[config.mk]
export PLATFORM = sky130hd
export DESIGN_NAME = crcu_top
export DESIGN_NICKNAME = d
export VERILOG_FILES = /design/src/hw/crcu_pkg.sv /design/src/hw/crcu_engine.sv /design/src/hw/crcu_top.sv
export VERILOG_INCLUDE_DIRS = /design/src /design/src/hw
export SDC_FILE = /design/constraint.sdc
export NUM_CORES = 1
export LEC_CHECK = 0
export ABC_AREA = 1
export BUFFER_PORTS_ARGS = -buffer_cell sky130_fd_sc_hd__clkbuf_2
export CORE_ASPECT_RATIO = 0.5
export CORE_MARGIN = 2
export CORE_UTILIZATION = 45
export DETAILED_ROUTE_END_ITERATION = 8
export PLACE_DENSITY = 0.72
export SLEW_MARGIN = 20
export SYNTH_ARGS = -nofsm -noshare
export SYNTH_HDL_FRONTEND = slang
export SYNTH_SLANG_ARGS = --single-unit
[constraint.sdc]
create_clock -name hclk -period 1.9 [get_ports hclk]
set_input_delay 0.19 -clock hclk [delete_from_list [all_inputs] [get_ports hclk]]
set_output_delay 0.19 -clock hclk [all_outputs]
set_load 0.05 [all_outputs]
[src/hw/crcu_defines.svh]
// Register indices, field positions, reset values and counts of the CRC calculation unit.
// What this block does
// - CRC width and polynomial are programmable, up to sixteen bits.
// - Auto bit picks source: 0 input buffer byte, 1 RAM via channel 3.
// - Writing run 1 starts the engine; hardware clears run when finished.
// - Bit order bit: 0 feeds least significant bit first, 1 most significant.
// - Window select maps the shared pair to result (0) or polynomial (1).
// - Completion flag sets at the end and stays until software writes 0.
// - Completion flag and interrupt enable both 1 raise the interrupt request.
// - Result pair: low eight CRC bits at lower address, high at upper.
// - Input buffer is an eight-bit read/write register reset to zero.
// - Channel 3 wait inhibit: 0 permits CPU wait insertion, 1 forbids it.
// - Channel 3 steal inhibit: 0 permits cycle stealing, 1 forbids it.
// - Channel 3 base is high register shifted eight plus low register upper nibble.
// - Count is low nibble and count byte, twelve bits, plus two; one per byte.
`ifndef CRCU_DEFINES_SVH
`define CRCU_DEFINES_SVH

`define CRCU_IDX_INBUF 15'h7fb8
`define CRCU_IDX_CTRL 15'h7fb9
`define CRCU_IDX_PAIR_LO 15'h7fba
`define CRCU_IDX_PAIR_HI 15'h7fbb
`define CRCU_IDX_WIDTH 15'h7fbc
`define CRCU_IDX_X3_ADDR_LO 15'h7fe6
`define CRCU_IDX_X3_ADDR_HI 15'h7fe7
`define CRCU_IDX_X3_COUNT 15'h7fec
`define CRCU_IDX_XTEST 15'h7ffe
`define CRCU_IDX_XCTRL 15'h7fff

`define CRCU_CTL_IE 0
`define CRCU_CTL_END 1
`define CRCU_CTL_SEL 2
`define CRCU_CTL_DIR 3
`define CRCU_CTL_AUTO 4
`define CRCU_CTL_RUN 5

`define CRCU_XC_STEAL_INH 0
`define CRCU_XC_WAIT_INH 1

`define CRCU_RST_BYTE 8'h00
`define CRCU_RST_CRC 16'h0000
`define CRCU_RST_POLY 16'h0000
`define CRCU_RST_WIDTH_M1 4'hf
`define CRCU_RST_XCTRL 6'h00
`define CRCU_RST_X3_HI 7'h00

`define CRCU_BITS_PER_BYTE 4'h8
`define CRCU_COUNT_BIAS 13'h0002
`define CRCU_IRQ_VECTOR 24'h00803c

`endif

[src/hw/crcu_pkg.sv]
// Types shared by the CRC calculation unit files.
package crcu_pkg;

	typedef enum logic [1:0] {
		CRCU_IDLE = 2'b00,
		CRCU_FETCH = 2'b01,
		CRCU_SHIFT = 2'b11
	} crcu_state_t;

	typedef struct packed {
		logic [15:0] poly;
		logic [3:0] width_m1;
		logic msb_first;
	} crcu_cfg_t;

	typedef struct packed {
		logic active;
		logic write;
		logic rd_wait;
		logic [14:0] idx;
	} crcu_dphase_t;

	typedef struct packed {
		logic run;
		logic auto_src;
		logic msb_first;
		logic window_select;
		logic done_flag;
		logic irq_enable;
	} crcu_ctrl_t;

endpackage

[src/hw/crcu_engine.sv]
// Serial CRC shift engine with byte-wide seed writes.
`timescale 1ns/10ps
`include "crcu_defines.svh"

module crcu_engine (
	// Clock and reset.
	input wire logic hclk,
	input wire logic hresetn,
	// Configuration.
	input crcu_pkg::crcu_cfg_t cfg,
	// Byte to process.
	input wire logic start,
	input wire logic [7:0] data,
	// Seed writes.
	input wire logic wr_lo,
	input wire logic wr_hi,
	input wire logic [7:0] wdata,
	// Result and status.
	output logic [15:0] crc,
	output logic busy,
	output logic done
);

	logic [15:0] crc_reg, crc_next;
	logic [7:0] sh_reg, sh_next;
	logic [3:0] cnt_reg, cnt_next;
	logic busy_reg, busy_next;
	logic done_reg, done_next;
	logic in_bit;
	logic fb;
	logic [15:0] mask;

	function automatic logic [15:0] width_mask(input logic [3:0] w_m1);
		logic [15:0] m;
		m = 16'hffff >> (4'hf - w_m1);
		return m;
	endfunction

	always_comb begin
		crc_next = crc_reg;
		sh_next = sh_reg;
		cnt_next = cnt_reg;
		busy_next = busy_reg;
		done_next = 1'b0;
		mask = width_mask(cfg.width_m1);
		in_bit = cfg.msb_first ? sh_reg[7] : sh_reg[0];
		fb = in_bit ^ crc_reg[cfg.width_m1];
		if (busy_reg) begin
			// One polynomial step per clock keeps the logic to a single XOR layer.
			crc_next = ((crc_reg << 1) ^ (fb ? cfg.poly : 16'h0000)) & mask;
			sh_next = cfg.msb_first ? {sh_reg[6:0], 1'b0} : {1'b0, sh_reg[7:1]};
			cnt_next = cnt_reg - 4'h1;
			if (cnt_reg == 4'h1) begin
				busy_next = 1'b0;
				done_next = 1'b1;
			end
		end else if (start) begin
			sh_next = data;
			cnt_next = `CRCU_BITS_PER_BYTE;
			busy_next = 1'b1;
		end
		if (wr_lo) begin
			crc_next[7:0] = wdata & mask[7:0];
		end
		if (wr_hi) begin
			crc_next[15:8] = wdata & mask[15:8];
		end
	end

	always_ff @(posedge hclk or negedge hresetn) begin
		if (!hresetn) begin
			crc_reg <= `CRCU_RST_CRC;
			sh_reg <= 8'h00;
			cnt_reg <= 4'h0;
			busy_reg <= 1'b0;
			done_reg <= 1'b0;
		end else begin
			crc_reg <= crc_next;
			sh_reg <= sh_next;
			cnt_reg <= cnt_next;
			busy_reg <= busy_next;
			done_reg <= done_next;
		end
	end

	assign crc = crc_reg;
	assign busy = busy_reg;
	assign done = done_reg;

endmodule // crcu_engine

[src/hw/crcu_top.sv]
// CRC calculation unit: AHB-Lite registers, source sequencer and channel 3 fetch port.
`timescale 1ns/10ps
`include "crcu_defines.svh"

module crcu_top (
	// Clock and reset.
	input wire logic hclk,
	input wire logic hresetn,
	// AHB-Lite slave.
	input wire logic hsel,
	input wire logic [31:0] haddr,
	input wire logic [1:0] htrans,
	input wire logic hwrite,
	input wire logic [2:0] hsize,
	input wire logic [31:0] hwdata,
	input wire logic hready,
	output logic [31:0] hrdata,
	output logic hreadyout,
	output logic hresp,
	// Channel 3 RAM fetch port.
	output logic ram_req,
	output logic [15:0] ram_addr,
	input wire logic ram_ack,
	input wire logic [7:0] ram_rdata,
	input wire logic ram_bus_idle,
	output logic cpu_wait,
	// Interrupt.
	output logic irq,
	output logic [23:0] irq_vector
);

	crcu_pkg::crcu_dphase_t dp_reg, dp_next;
	crcu_pkg::crcu_ctrl_t ctl_reg, ctl_next;
	crcu_pkg::crcu_cfg_t cfg;
	crcu_pkg::crcu_state_t state_reg, state_next;
	logic [31:0] hrdata_reg, hrdata_next;
	logic [7:0] inbuf_reg, inbuf_next;
	logic [15:0] poly_reg, poly_next;
	logic [3:0] width_reg, width_next;
	logic [7:0] x3_lo_reg, x3_lo_next;
	logic [6:0] x3_hi_reg, x3_hi_next;
	logic [7:0] x3_cnt_reg, x3_cnt_next;
	logic [7:0] xtest_reg, xtest_next;
	logic [5:0] xctrl_reg, xctrl_next;
	logic [15:0] addr_reg, addr_next;
	logic [12:0] remain_reg, remain_next;
	logic accept;
	logic wr_now;
	logic [7:0] wbyte;
	logic go;
	logic finish;
	logic eng_start;
	logic [7:0] eng_data;
	logic eng_wr_lo;
	logic eng_wr_hi;
	logic [15:0] crc;
	logic eng_busy;
	logic eng_done;
	logic [7:0] rd_byte;
	logic ctl_wr;
	logic ram_take;
	logic last_byte;

	function automatic logic hit(input logic [14:0] idx, input logic [14:0] target);
		return idx == target;
	endfunction

	// Bus side.
	assign accept = hsel && hready && htrans[1];
	assign wr_now = dp_reg.active && dp_reg.write && hready;
	assign wbyte = hwdata[7:0];

	always_comb begin
		dp_next = dp_reg;
		if (hready) begin
			dp_next.active = accept;
			dp_next.write = hwrite;
			dp_next.rd_wait = accept && !hwrite;
			dp_next.idx = haddr[16:2];
		end else begin
			// The read wait state lasts exactly one cycle.
			dp_next.rd_wait = 1'b0;
		end
	end

	// Read mux; captured in the wait state so hrdata comes from a flip-flop.
	always_comb begin
		rd_byte = 8'h00;
		unique case (dp_reg.idx)
			`CRCU_IDX_INBUF: rd_byte = inbuf_reg;
			`CRCU_IDX_CTRL: rd_byte = {2'b00, ctl_reg.run, ctl_reg.auto_src, ctl_reg.msb_first,
				ctl_reg.window_select, ctl_reg.done_flag, ctl_reg.irq_enable};
			`CRCU_IDX_PAIR_LO: rd_byte = ctl_reg.window_select ? poly_reg[7:0] : crc[7:0];
			`CRCU_IDX_PAIR_HI: rd_byte = ctl_reg.window_select ? poly_reg[15:8] : crc[15:8];
			`CRCU_IDX_WIDTH: rd_byte = {4'h0, width_reg};
			`CRCU_IDX_X3_ADDR_LO: rd_byte = x3_lo_reg;
			`CRCU_IDX_X3_ADDR_HI: rd_byte = {1'b0, x3_hi_reg};
			`CRCU_IDX_X3_COUNT: rd_byte = x3_cnt_reg;
			`CRCU_IDX_XTEST: rd_byte = xtest_reg;
			`CRCU_IDX_XCTRL: rd_byte = {2'b00, xctrl_reg};
			// Unmapped indices read as zero.
			default: rd_byte = 8'h00;
		endcase
		hrdata_next = hrdata_reg;
		if (dp_reg.rd_wait) begin
			hrdata_next = {24'h000000, rd_byte};
		end
	end

	assign hreadyout = !dp_reg.rd_wait;
	assign hresp = 1'b0;
	assign hrdata = hrdata_reg;

	// Plain configuration registers.
	always_comb begin
		inbuf_next = inbuf_reg;
		poly_next = poly_reg;
		width_next = width_reg;
		x3_lo_next = x3_lo_reg;
		x3_hi_next = x3_hi_reg;
		x3_cnt_next = x3_cnt_reg;
		xtest_next = xtest_reg;
		xctrl_next = xctrl_reg;
		if (wr_now) begin
			if (hit(dp_reg.idx, `CRCU_IDX_INBUF)) begin
				inbuf_next = wbyte;
			end
			if (hit(dp_reg.idx, `CRCU_IDX_PAIR_LO) && ctl_reg.window_select) begin
				poly_next[7:0] = wbyte;
			end
			if (hit(dp_reg.idx, `CRCU_IDX_PAIR_HI) && ctl_reg.window_select) begin
				poly_next[15:8] = wbyte;
			end
			if (hit(dp_reg.idx, `CRCU_IDX_WIDTH)) begin
				width_next = wbyte[3:0];
			end
			if (hit(dp_reg.idx, `CRCU_IDX_X3_ADDR_LO)) begin
				x3_lo_next = wbyte;
			end
			if (hit(dp_reg.idx, `CRCU_IDX_X3_ADDR_HI)) begin
				x3_hi_next = wbyte[6:0];
			end
			if (hit(dp_reg.idx, `CRCU_IDX_X3_COUNT)) begin
				x3_cnt_next = wbyte;
			end
			if (hit(dp_reg.idx, `CRCU_IDX_XTEST)) begin
				xtest_next = wbyte;
			end
			if (hit(dp_reg.idx, `CRCU_IDX_XCTRL)) begin
				xctrl_next = wbyte[5:0];
			end
		end
	end

	assign eng_wr_lo = wr_now && hit(dp_reg.idx, `CRCU_IDX_PAIR_LO) && !ctl_reg.window_select;
	assign eng_wr_hi = wr_now && hit(dp_reg.idx, `CRCU_IDX_PAIR_HI) && !ctl_reg.window_select;
	assign ram_take = ram_req && ram_ack;
	assign last_byte = remain_reg == 13'h0001;
	assign ctl_wr = wr_now && hit(dp_reg.idx, `CRCU_IDX_CTRL);

	// A run request is honoured only from idle; a second write of 1 mid-run does nothing.
	assign go = ctl_wr && wbyte[`CRCU_CTL_RUN] && !eng_busy
		&& (state_reg == crcu_pkg::CRCU_IDLE);

	// Control register.
	always_comb begin
		ctl_next = ctl_reg;
		if (ctl_wr) begin
			ctl_next.auto_src = wbyte[`CRCU_CTL_AUTO];
			ctl_next.msb_first = wbyte[`CRCU_CTL_DIR];
			ctl_next.window_select = wbyte[`CRCU_CTL_SEL];
			ctl_next.irq_enable = wbyte[`CRCU_CTL_IE];
			if (!wbyte[`CRCU_CTL_END]) begin
				ctl_next.done_flag = 1'b0;
			end
		end
		if (go) begin
			ctl_next.run = 1'b1;
		end
		// Coming last, the completion set wins over a clear written in the same cycle.
		if (finish) begin
			ctl_next.run = 1'b0;
			ctl_next.done_flag = 1'b1;
		end
	end

	// Source sequencer.
	always_comb begin
		state_next = state_reg;
		addr_next = addr_reg;
		remain_next = remain_reg;
		eng_start = 1'b0;
		eng_data = inbuf_reg;
		finish = 1'b0;
		unique case (state_reg)
			crcu_pkg::CRCU_IDLE: begin
				if (go) begin
					if (wbyte[`CRCU_CTL_AUTO]) begin
						// Base and count are latched here, so later writes only shape the next job.
						addr_next = {1'b0, x3_hi_reg, x3_lo_reg[7:4], 4'h0};
						remain_next = {1'b0, x3_lo_reg[3:0], x3_cnt_reg} + `CRCU_COUNT_BIAS;
						state_next = crcu_pkg::CRCU_FETCH;
					end else begin
						eng_start = 1'b1;
						state_next = crcu_pkg::CRCU_SHIFT;
					end
				end
			end
			crcu_pkg::CRCU_FETCH: begin
				eng_data = ram_rdata;
				// Read data are taken only in the answer cycle; an answer without a request is ignored.
				if (ram_take) begin
					eng_start = 1'b1;
					state_next = crcu_pkg::CRCU_SHIFT;
				end
			end
			crcu_pkg::CRCU_SHIFT: begin
				if (eng_done) begin
					if (!ctl_reg.auto_src) begin
						finish = 1'b1;
						state_next = crcu_pkg::CRCU_IDLE;
					end else begin
						// RAM (auto) mode only: one byte per step, address and count move by one.
						addr_next = addr_reg + 16'h0001;
						remain_next = remain_reg - 13'h0001;
						if (last_byte) begin
							finish = 1'b1;
							state_next = crcu_pkg::CRCU_IDLE;
						end else begin
							state_next = crcu_pkg::CRCU_FETCH;
						end
					end
				end
			end
			default: state_next = crcu_pkg::CRCU_IDLE;
		endcase
	end

	// Fetching waits for an idle bus when stealing is forbidden.
	assign ram_req = (state_reg == crcu_pkg::CRCU_FETCH)
		&& (!xctrl_reg[`CRCU_XC_STEAL_INH] || ram_bus_idle);
	assign cpu_wait = ram_req && !xctrl_reg[`CRCU_XC_WAIT_INH];
	assign ram_addr = addr_reg;
	assign irq = ctl_reg.done_flag && ctl_reg.irq_enable;
	assign irq_vector = `CRCU_IRQ_VECTOR;

	// Engine configuration.
	always_comb begin
		cfg.poly = poly_reg;
		cfg.width_m1 = width_reg;
		cfg.msb_first = ctl_reg.msb_first;
	end

	crcu_engine u_engine (
		.hclk(hclk),
		.hresetn(hresetn),
		.cfg(cfg),
		.start(eng_start),
		.data(eng_data),
		.wr_lo(eng_wr_lo),
		.wr_hi(eng_wr_hi),
		.wdata(wbyte),
		.crc(crc),
		.busy(eng_busy),
		.done(eng_done)
	);

	always_ff @(posedge hclk or negedge hresetn) begin
		if (!hresetn) begin
			dp_reg <= '0;
			hrdata_reg <= 32'h00000000;
			ctl_reg <= '0;
			state_reg <= crcu_pkg::CRCU_IDLE;
			inbuf_reg <= `CRCU_RST_BYTE;
			poly_reg <= `CRCU_RST_POLY;
			width_reg <= `CRCU_RST_WIDTH_M1;
			x3_lo_reg <= `CRCU_RST_BYTE;
			x3_hi_reg <= `CRCU_RST_X3_HI;
			x3_cnt_reg <= `CRCU_RST_BYTE;
			xtest_reg <= `CRCU_RST_BYTE;
			xctrl_reg <= `CRCU_RST_XCTRL;
			addr_reg <= 16'h0000;
			remain_reg <= 13'h0000;
		end else begin
			dp_reg <= dp_next;
			hrdata_reg <= hrdata_next;
			ctl_reg <= ctl_next;
			state_reg <= state_next;
			inbuf_reg <= inbuf_next;
			poly_reg <= poly_next;
			width_reg <= width_next;
			x3_lo_reg <= x3_lo_next;
			x3_hi_reg <= x3_hi_next;
			x3_cnt_reg <= x3_cnt_next;
			xtest_reg <= xtest_next;
			xctrl_reg <= xctrl_next;
			addr_reg <= addr_next;
			remain_reg <= remain_next;
		end
	end

endmodule // crcu_top

## Word-level counts from Yosys, hierarchy flattened

Index checks and enable logic that the tools add are counted.

| storage, ports and cells | value |
|---|---|
| logic and storage cells | 158 |
| output and inout port bits | 77 |
| bits in registers | 158 |
| input bits | 84 |

| operators by class | value |
|---|---|
| reductions and logical operators | 45 |
| shift operators | 1 |
| eq/ne operators | 20 |
| $add $sub $neg | 5 |
| magnitude comparators | 1 |
| muxes and demuxes | 52 |
| bitwise operators | 5 |

Operators with widths:

| cell | number |
|---|---|
| equality test 15 bit (second input constant) | 10 |
| two-way mux 16 bit | 6 |
| case mux 8 bit (10 select lines) | 1 |
| two-way mux 8 bit | 8 |
| two-way mux 13 bit | 4 |
| case mux 16 bit (2 select lines) | 1 |
| case mux 13 bit (2 select lines) | 1 |
| two-way mux 1 bit | 21 |
| AND reduction 2 bit | 10 |
| logical AND 1 bit | 19 |
| adder 16 x 1 -> 16 bit (second input constant) | 1 |
| bitwise AND 16 bit | 1 |
| bitwise AND 8 bit | 2 |
| >> shifter 16 x 4 -> 16 bit (first input constant) | 1 |
| XOR 16 bit | 1 |
| adder 12 x 2 -> 13 bit (second input constant) | 1 |
| equality test 13 x 1 -> 1 bit (second input constant) | 1 |
| subtractor 13 x 1 -> 13 bit (second input constant) | 1 |
| nonzero test 2 bit | 6 |
| two-way mux 2 bit | 5 |
| two-way mux 4 bit | 2 |
| != test 2 bit (second input constant) | 4 |
| zero test 1 bit | 6 |
| case mux 2 bit (3 select lines) | 1 |
| 14 further kinds | 15 |

## Depth between registers and ports, before layout

| logic depth | value |
|---|---|
| depth in word-level cells | 10 |
| depth in mapped cells | 16 |
| mapped depth without buffers | 15 |

## By module

Synthesis repeated with hierarchy kept, for this count alone.

| unflattened totals | value |
|---|---|
| cells, all modules | 1349 |
| area, all modules | 9610.5 µm² |

By module, submodules not included:

| module | seq. area each (µm²) | instances | area an instance (µm²) | cells each |
|---|---|---|---|---|
| crcu_top | 3208.1 | 1 | 7495.9 | 1035 |
| crcu_engine | 750.7 | 1 | 2114.5 | 314 |

## Worst setup path after synthesis

OpenSTA, ideal clock, no wires.

| path | value |
|---|---|
| path kind | register to output |
| start point | register state_reg[1] |
| end point | output port cpu_wait |
| data required time | 1.710 ns |
| arrival | 2.330 ns |
| path buffers | 0 |
| stages on the path, launching flop included | 6 |
| slack | -0.620 ns |
| cell sequence | dfrtp_1 -> nor2_1 -> inv_1 -> a21oi_1 -> inv_1 -> nor2_1 |

| on the way | value |
|---|---|
| word-level cells in the longest chain between the ends | 3 |

RTL lines:

| element | RTL line | RTL |
|---|---|---|
| from (decl) | crcu_top.sv:35 | `crcu_pkg::crcu_state_t state_reg, state_next;` |
| from (signal assigned) | crcu_top.sv:273 | `state_reg <= crcu_pkg::CRCU_IDLE;` |
| from (signal assigned) | crcu_top.sv:288 | `state_reg <= state_next;` |
| equality test 2 x 1 -> 1 bit | crcu_top.sv:240 | `assign ram_req = (state_reg == crcu_pkg::CRCU_FETCH)` |
| logical AND 1 bit | crcu_top.sv:240 |  |
| via ram_req | crcu_top.sv:21 | `output logic ram_req,` |
| logical AND 1 bit | crcu_top.sv:242 | `` assign cpu_wait = ram_req && !xctrl_reg[`CRCU_XC_WAIT_INH]; `` |
| to (decl) | crcu_top.sv:26 | `output logic cpu_wait,` |

The timed path passes the listed nets, and every way through them passes these cells.

## Final worst setup path

| path | value |
|---|---|
| start point | register dp_reg[2] (netlist name) |
| end point | register u_engine.cnt_reg[3] |

| on the way | value |
|---|---|
| word-level cells in the longest chain between the ends | 8 |

RTL lines:

| element | RTL line | RTL |
|---|---|---|
| from (decl) | crcu_top.sv:32 | `crcu_pkg::crcu_dphase_t dp_reg, dp_next;` |
| from (signal assigned) | crcu_top.sv:285 | `dp_reg <= dp_next;` |
| equality test 15 bit | crcu_top.sv:65 | `return idx == target;` |
| logical AND 1 bit | crcu_top.sv:159 | `` assign ctl_wr = wr_now && hit(dp_reg.idx, `CRCU_IDX_CTRL); `` |
| logical AND 1 bit (3 in a row) | crcu_top.sv:162 | `` assign go = ctl_wr && wbyte[`CRCU_CTL_RUN] && !eng_busy `` |
| two-way mux 1 bit | crcu_top.sv:197 | `if (go) begin` |
| case mux 1 bit (2 select lines) | crcu_top.sv:195 | `unique case (state_reg)` |
| nonzero test 2 bit (no source line) | -- |  |
| to (signal assigned) | crcu_engine.sv:80 | `cnt_reg <= cnt_next;` |
| to (decl) | crcu_engine.sv:26 | `logic [3:0] cnt_reg, cnt_next;` |

No other way between the ends.
A chain may end at the register's enable or synchronous reset.

==> run summary <==
Initial DRC count -> 1,041
Worst flop-to-flop path startpoint -> dp_reg[2]
First-pass DRT Iterations -> 5
DR vias -> 9,462
Gr busiest metal -> met2
Synth Instances -> 1,276
Initial antenna violation count -> 0
Clk slew on worst S/H paths -> 0.07 ns
Max Clk Rate -> 479 MHz
R2R Path End -> u_engine.cnt_reg[3]
PnR worst setup slack -> -0.188 ns
Area Growth Syn to Fin -> 30.4%
Die Y -> 106 um
Post-synthesis cell type count -> 51
Area contributors post-synth -> dfrtp_1 41%, nand2_1 16%, o21ai_0 8.0%
Ys flop type -> dfrtp_1
Slew @ Worst Pin -> 0.667 ns
Worst path slowest cell -> dfrtp_1
Post-DP HPWL -> 20,100 um
DP Area -> 0.0103 mm^2
Relative max-transition margin -> 0.555
Total GRT Usage -> 0.265
CTS H-Tree Depth -> 4
Clock Latency Late Sink -> 0.44 ns
Final Max Slew Viols -> 0
Met3 usage -> 0.0538
Req. time, crit path -> 2.28 ns
Share of the synthesized area in the top cell type -> 0.410
Routability cong. -> 0.987
CP endpoint -> u_engine.cnt_reg[3]
Pwr Density -> 983 mW/mm^2
Routed len/inst -> 17.5 um
GRT met2 Usage -> 0.429
Syn avg cell area -> 7.37 um^2
Clock sink count -> 158
Vias in the first global route -> 8,566
TritonCTS buffer count -> 17
CP most frequent cell -> nor2_1
NumNets Final -> 1,535
Final Skew -> 0.0101 ns
Final setup viols -> 60
Critical path arrival -> 2.47 ns
Yosys warning count -> 0
Leakage -> 0.00603 uW
Final Util -> 0.597
Max cap viols -> 0
CP Launch Point -> dp_reg[2]
Async SR Flop Fraction -> 1.00
Via/cell ratio -> 5.47
Max FFs per register -> 18
Final cycle utilization of the critical path -> 1.10
Die area -> 0.0221 mm^2
Crit Path Category -> reg2reg
Critical path's largest stage delay -> 0.40 ns
Layout Cells excl Fill -> 1,731
TritonCTS clock tree -> built
Area of the core -> 0.0205 mm^2
Remaining antenna violation count -> 0
First-pass GRT wire length -> 45,200 um
Failing checks -> setup timing
Crit path time final -> 2.09 ns
Std cell rows -> 37
Dpl cells -> 1,643
Status -> finished, violations left
Initial Util -> 0.458
WHS -> 0.0288 ns
Cell taking the most area after synthesis -> dfrtp_1
Final Instance Area -> 0.0123 mm^2
DRT Wirelength -> 30,400 um
Worst Reg-to-Reg Cells -> 12
Met1 Track Usage GR -> 0.365
Sequential element share of the synthesized area -> 0.421
Synthesized cell area -> 0.00940 mm^2
Delay-heaviest family, CP -> simple AND/OR/NAND/NOR gates
DRC viols -> 0
Worst setup SP type -> flip-flop
Boundary pin count -> 161
Post-synth EDFFs -> 0
Root Driver -> clkbuf_16
IO Port Bufs -> 66
Final-report hold violation count -> 0
Clock buffer depth -> 2
Critical Path Sink Type -> flip-flop
GRT overflow -> 0
RSZ-0062 raised after global routing -> true
Crit-path cells -> inv_1 > nand2_2 > inv_2 > nand3_1 > or2_4 > nor2_8 > buf_6 > nand4_1 > nand3_4 > clkbuf_16 > nor2_1 > nor2_1
CP Max Fanout -> 5
Hold Crit Class -> in2reg
R2R Setup Slk -> -0.19 ns
WP buf/inv -> 4
Peak VDD IR -> 0.604 mV
Number of synthesized register bits -> 158
Layout cell share with drive strength beyond 1 -> 0.278
N_diodes -> 0
CP Depth -> 12
Die width -> 208 um
Largest net degree at the start of global routing -> 46
## report_power, final
part	internal, uW	switching [uW]	total (uW)
Combinational	1640	2950	4590
Sequential	3740	352	4100
Clock	1820	1540	3360
## cell usage in the layout (no fill, tap or decap), drive strengths merged
cell / netlist / final
xnor2: 7 / 7
nand4: 11 / 11
or2: 2 / 2
a41oi: 1 / 1
a21boi: 2 / 2
mux2: 8 / 8
a22oi: 2 / 2
o22ai: 10 / 10
bufinv: 0 / 1
xor2: 12 / 12
conb: 2 / 49
dlygate4sd3: 0 / 19
o31ai: 4 / 4
o211a: 1 / 1
buf: 69 / 105
mux2i: 6 / 6
o221ai: 7 / 7
nor4: 5 / 5
o21bai: 2 / 2
clkinv: 1 / 7
clkbuf: 23 / 86
dfstp: 4 / 4
a21o: 1 / 1
nand3: 90 / 90
nor3: 22 / 22
ha: 6 / 6
nand2: 396 / 397
a31oi: 3 / 3
o211ai: 3 / 3
and3b: 1 / 1
nand3b: 8 / 8
clkinvlp: 0 / 5
o21ai: 169 / 169
and3: 1 / 1
inv: 117 / 121
dfrtp: 154 / 154
nor2: 98 / 98
a21oi: 28 / 28
## Yosys cell counts (all sizes together) (8+ instances only)
cell type and count:
o21ai 169, inv 117, nand3b 8, nor3 22, nand2 396, clkbuf 23
dfrtp 154, buf 69, o22ai 10, mux2 8, xor2 12, nor2 98
nand4 11, a21oi 28, nand3 90
## worst min-delay path: cells and delay by family
family	cells	cell delay, ns
and+or+nand+nor	1	0.09
buffers and inverters	1	0.07
AOI/OAI and AO/OA	1	0.08
## cell type report
class                      count  area, um^2
clock buffer                  17         425
clock inverter                15         136
fill                        1731        8260
inverter                     118         468
multi-input combinational    956        5230
sequential                   158        3960
tap                          273         342
timing repair buffer         193        1680
timing repair inverter         1        7.51
## timing repair
action | in CTS | in global routing
buffers inserted | 10 | 17
gates cloned | 4 | 8
endpoints found under the setup margin | 67 | 112
pin swaps | 11 | 27
hold buffers | 19 | 0
gates resized for setup | 52 | 200
endpoints found under the hold margin | 58 | 0
## metrics by stage
step           setup TNS, ns  setup WS (ns)  power (uW)
2_1_floorplan       -0.00172       -0.00172        6730
3_3_place_gp         -0.0126        -0.0118        7620
3_5_place_dp           -2.08         -0.111        7720
4_1_cts                -1.69        -0.0808       11400
5_1_grt               -12.94         -0.266       12600
6_report               -5.99         -0.188       12000
## how the worst min path moves through the flow
stage / start / depth (start not counted) / end
floorplan: hresetn / 0 / cfg[0]
global placement: hresetn / 1 / u_engine.sh_reg[6]
detailed placement: hresetn / 1 / u_engine.sh_reg[4]
CTS: hsel / 3 / dp_reg[17]
global route: hwdata[2] / 3 / ctl_reg[2]
finish: hsel / 3 / dp_reg[17]
## per-layer routing
| metal | routed length, um | part of all wire |
|---|---|---|
| met1 | 13000 | 0.43 |
| met2 | 14200 | 0.47 |
| met3 | 2670 | 0.088 |
| met4 | 522 | 0.017 |
| met5 | 0 | 0 |
## logic make-up (layout without fill, tap and decap cells)
group	count (synthesis)	count (layout)	share of synthesized area
xor gates and xnor gates	19	19	0.0177
DFF	158	158	0.421
buffers and inverters	210	344	0.110
other	2	49	0.000799
and+or+nand+nor	634	635	0.285
adders and majority gates	6	6	0.00799
AOI/OAI and AO/OA	233	233	0.141
muxes	14	14	0.0160
(Power assumes the default switching activity.)
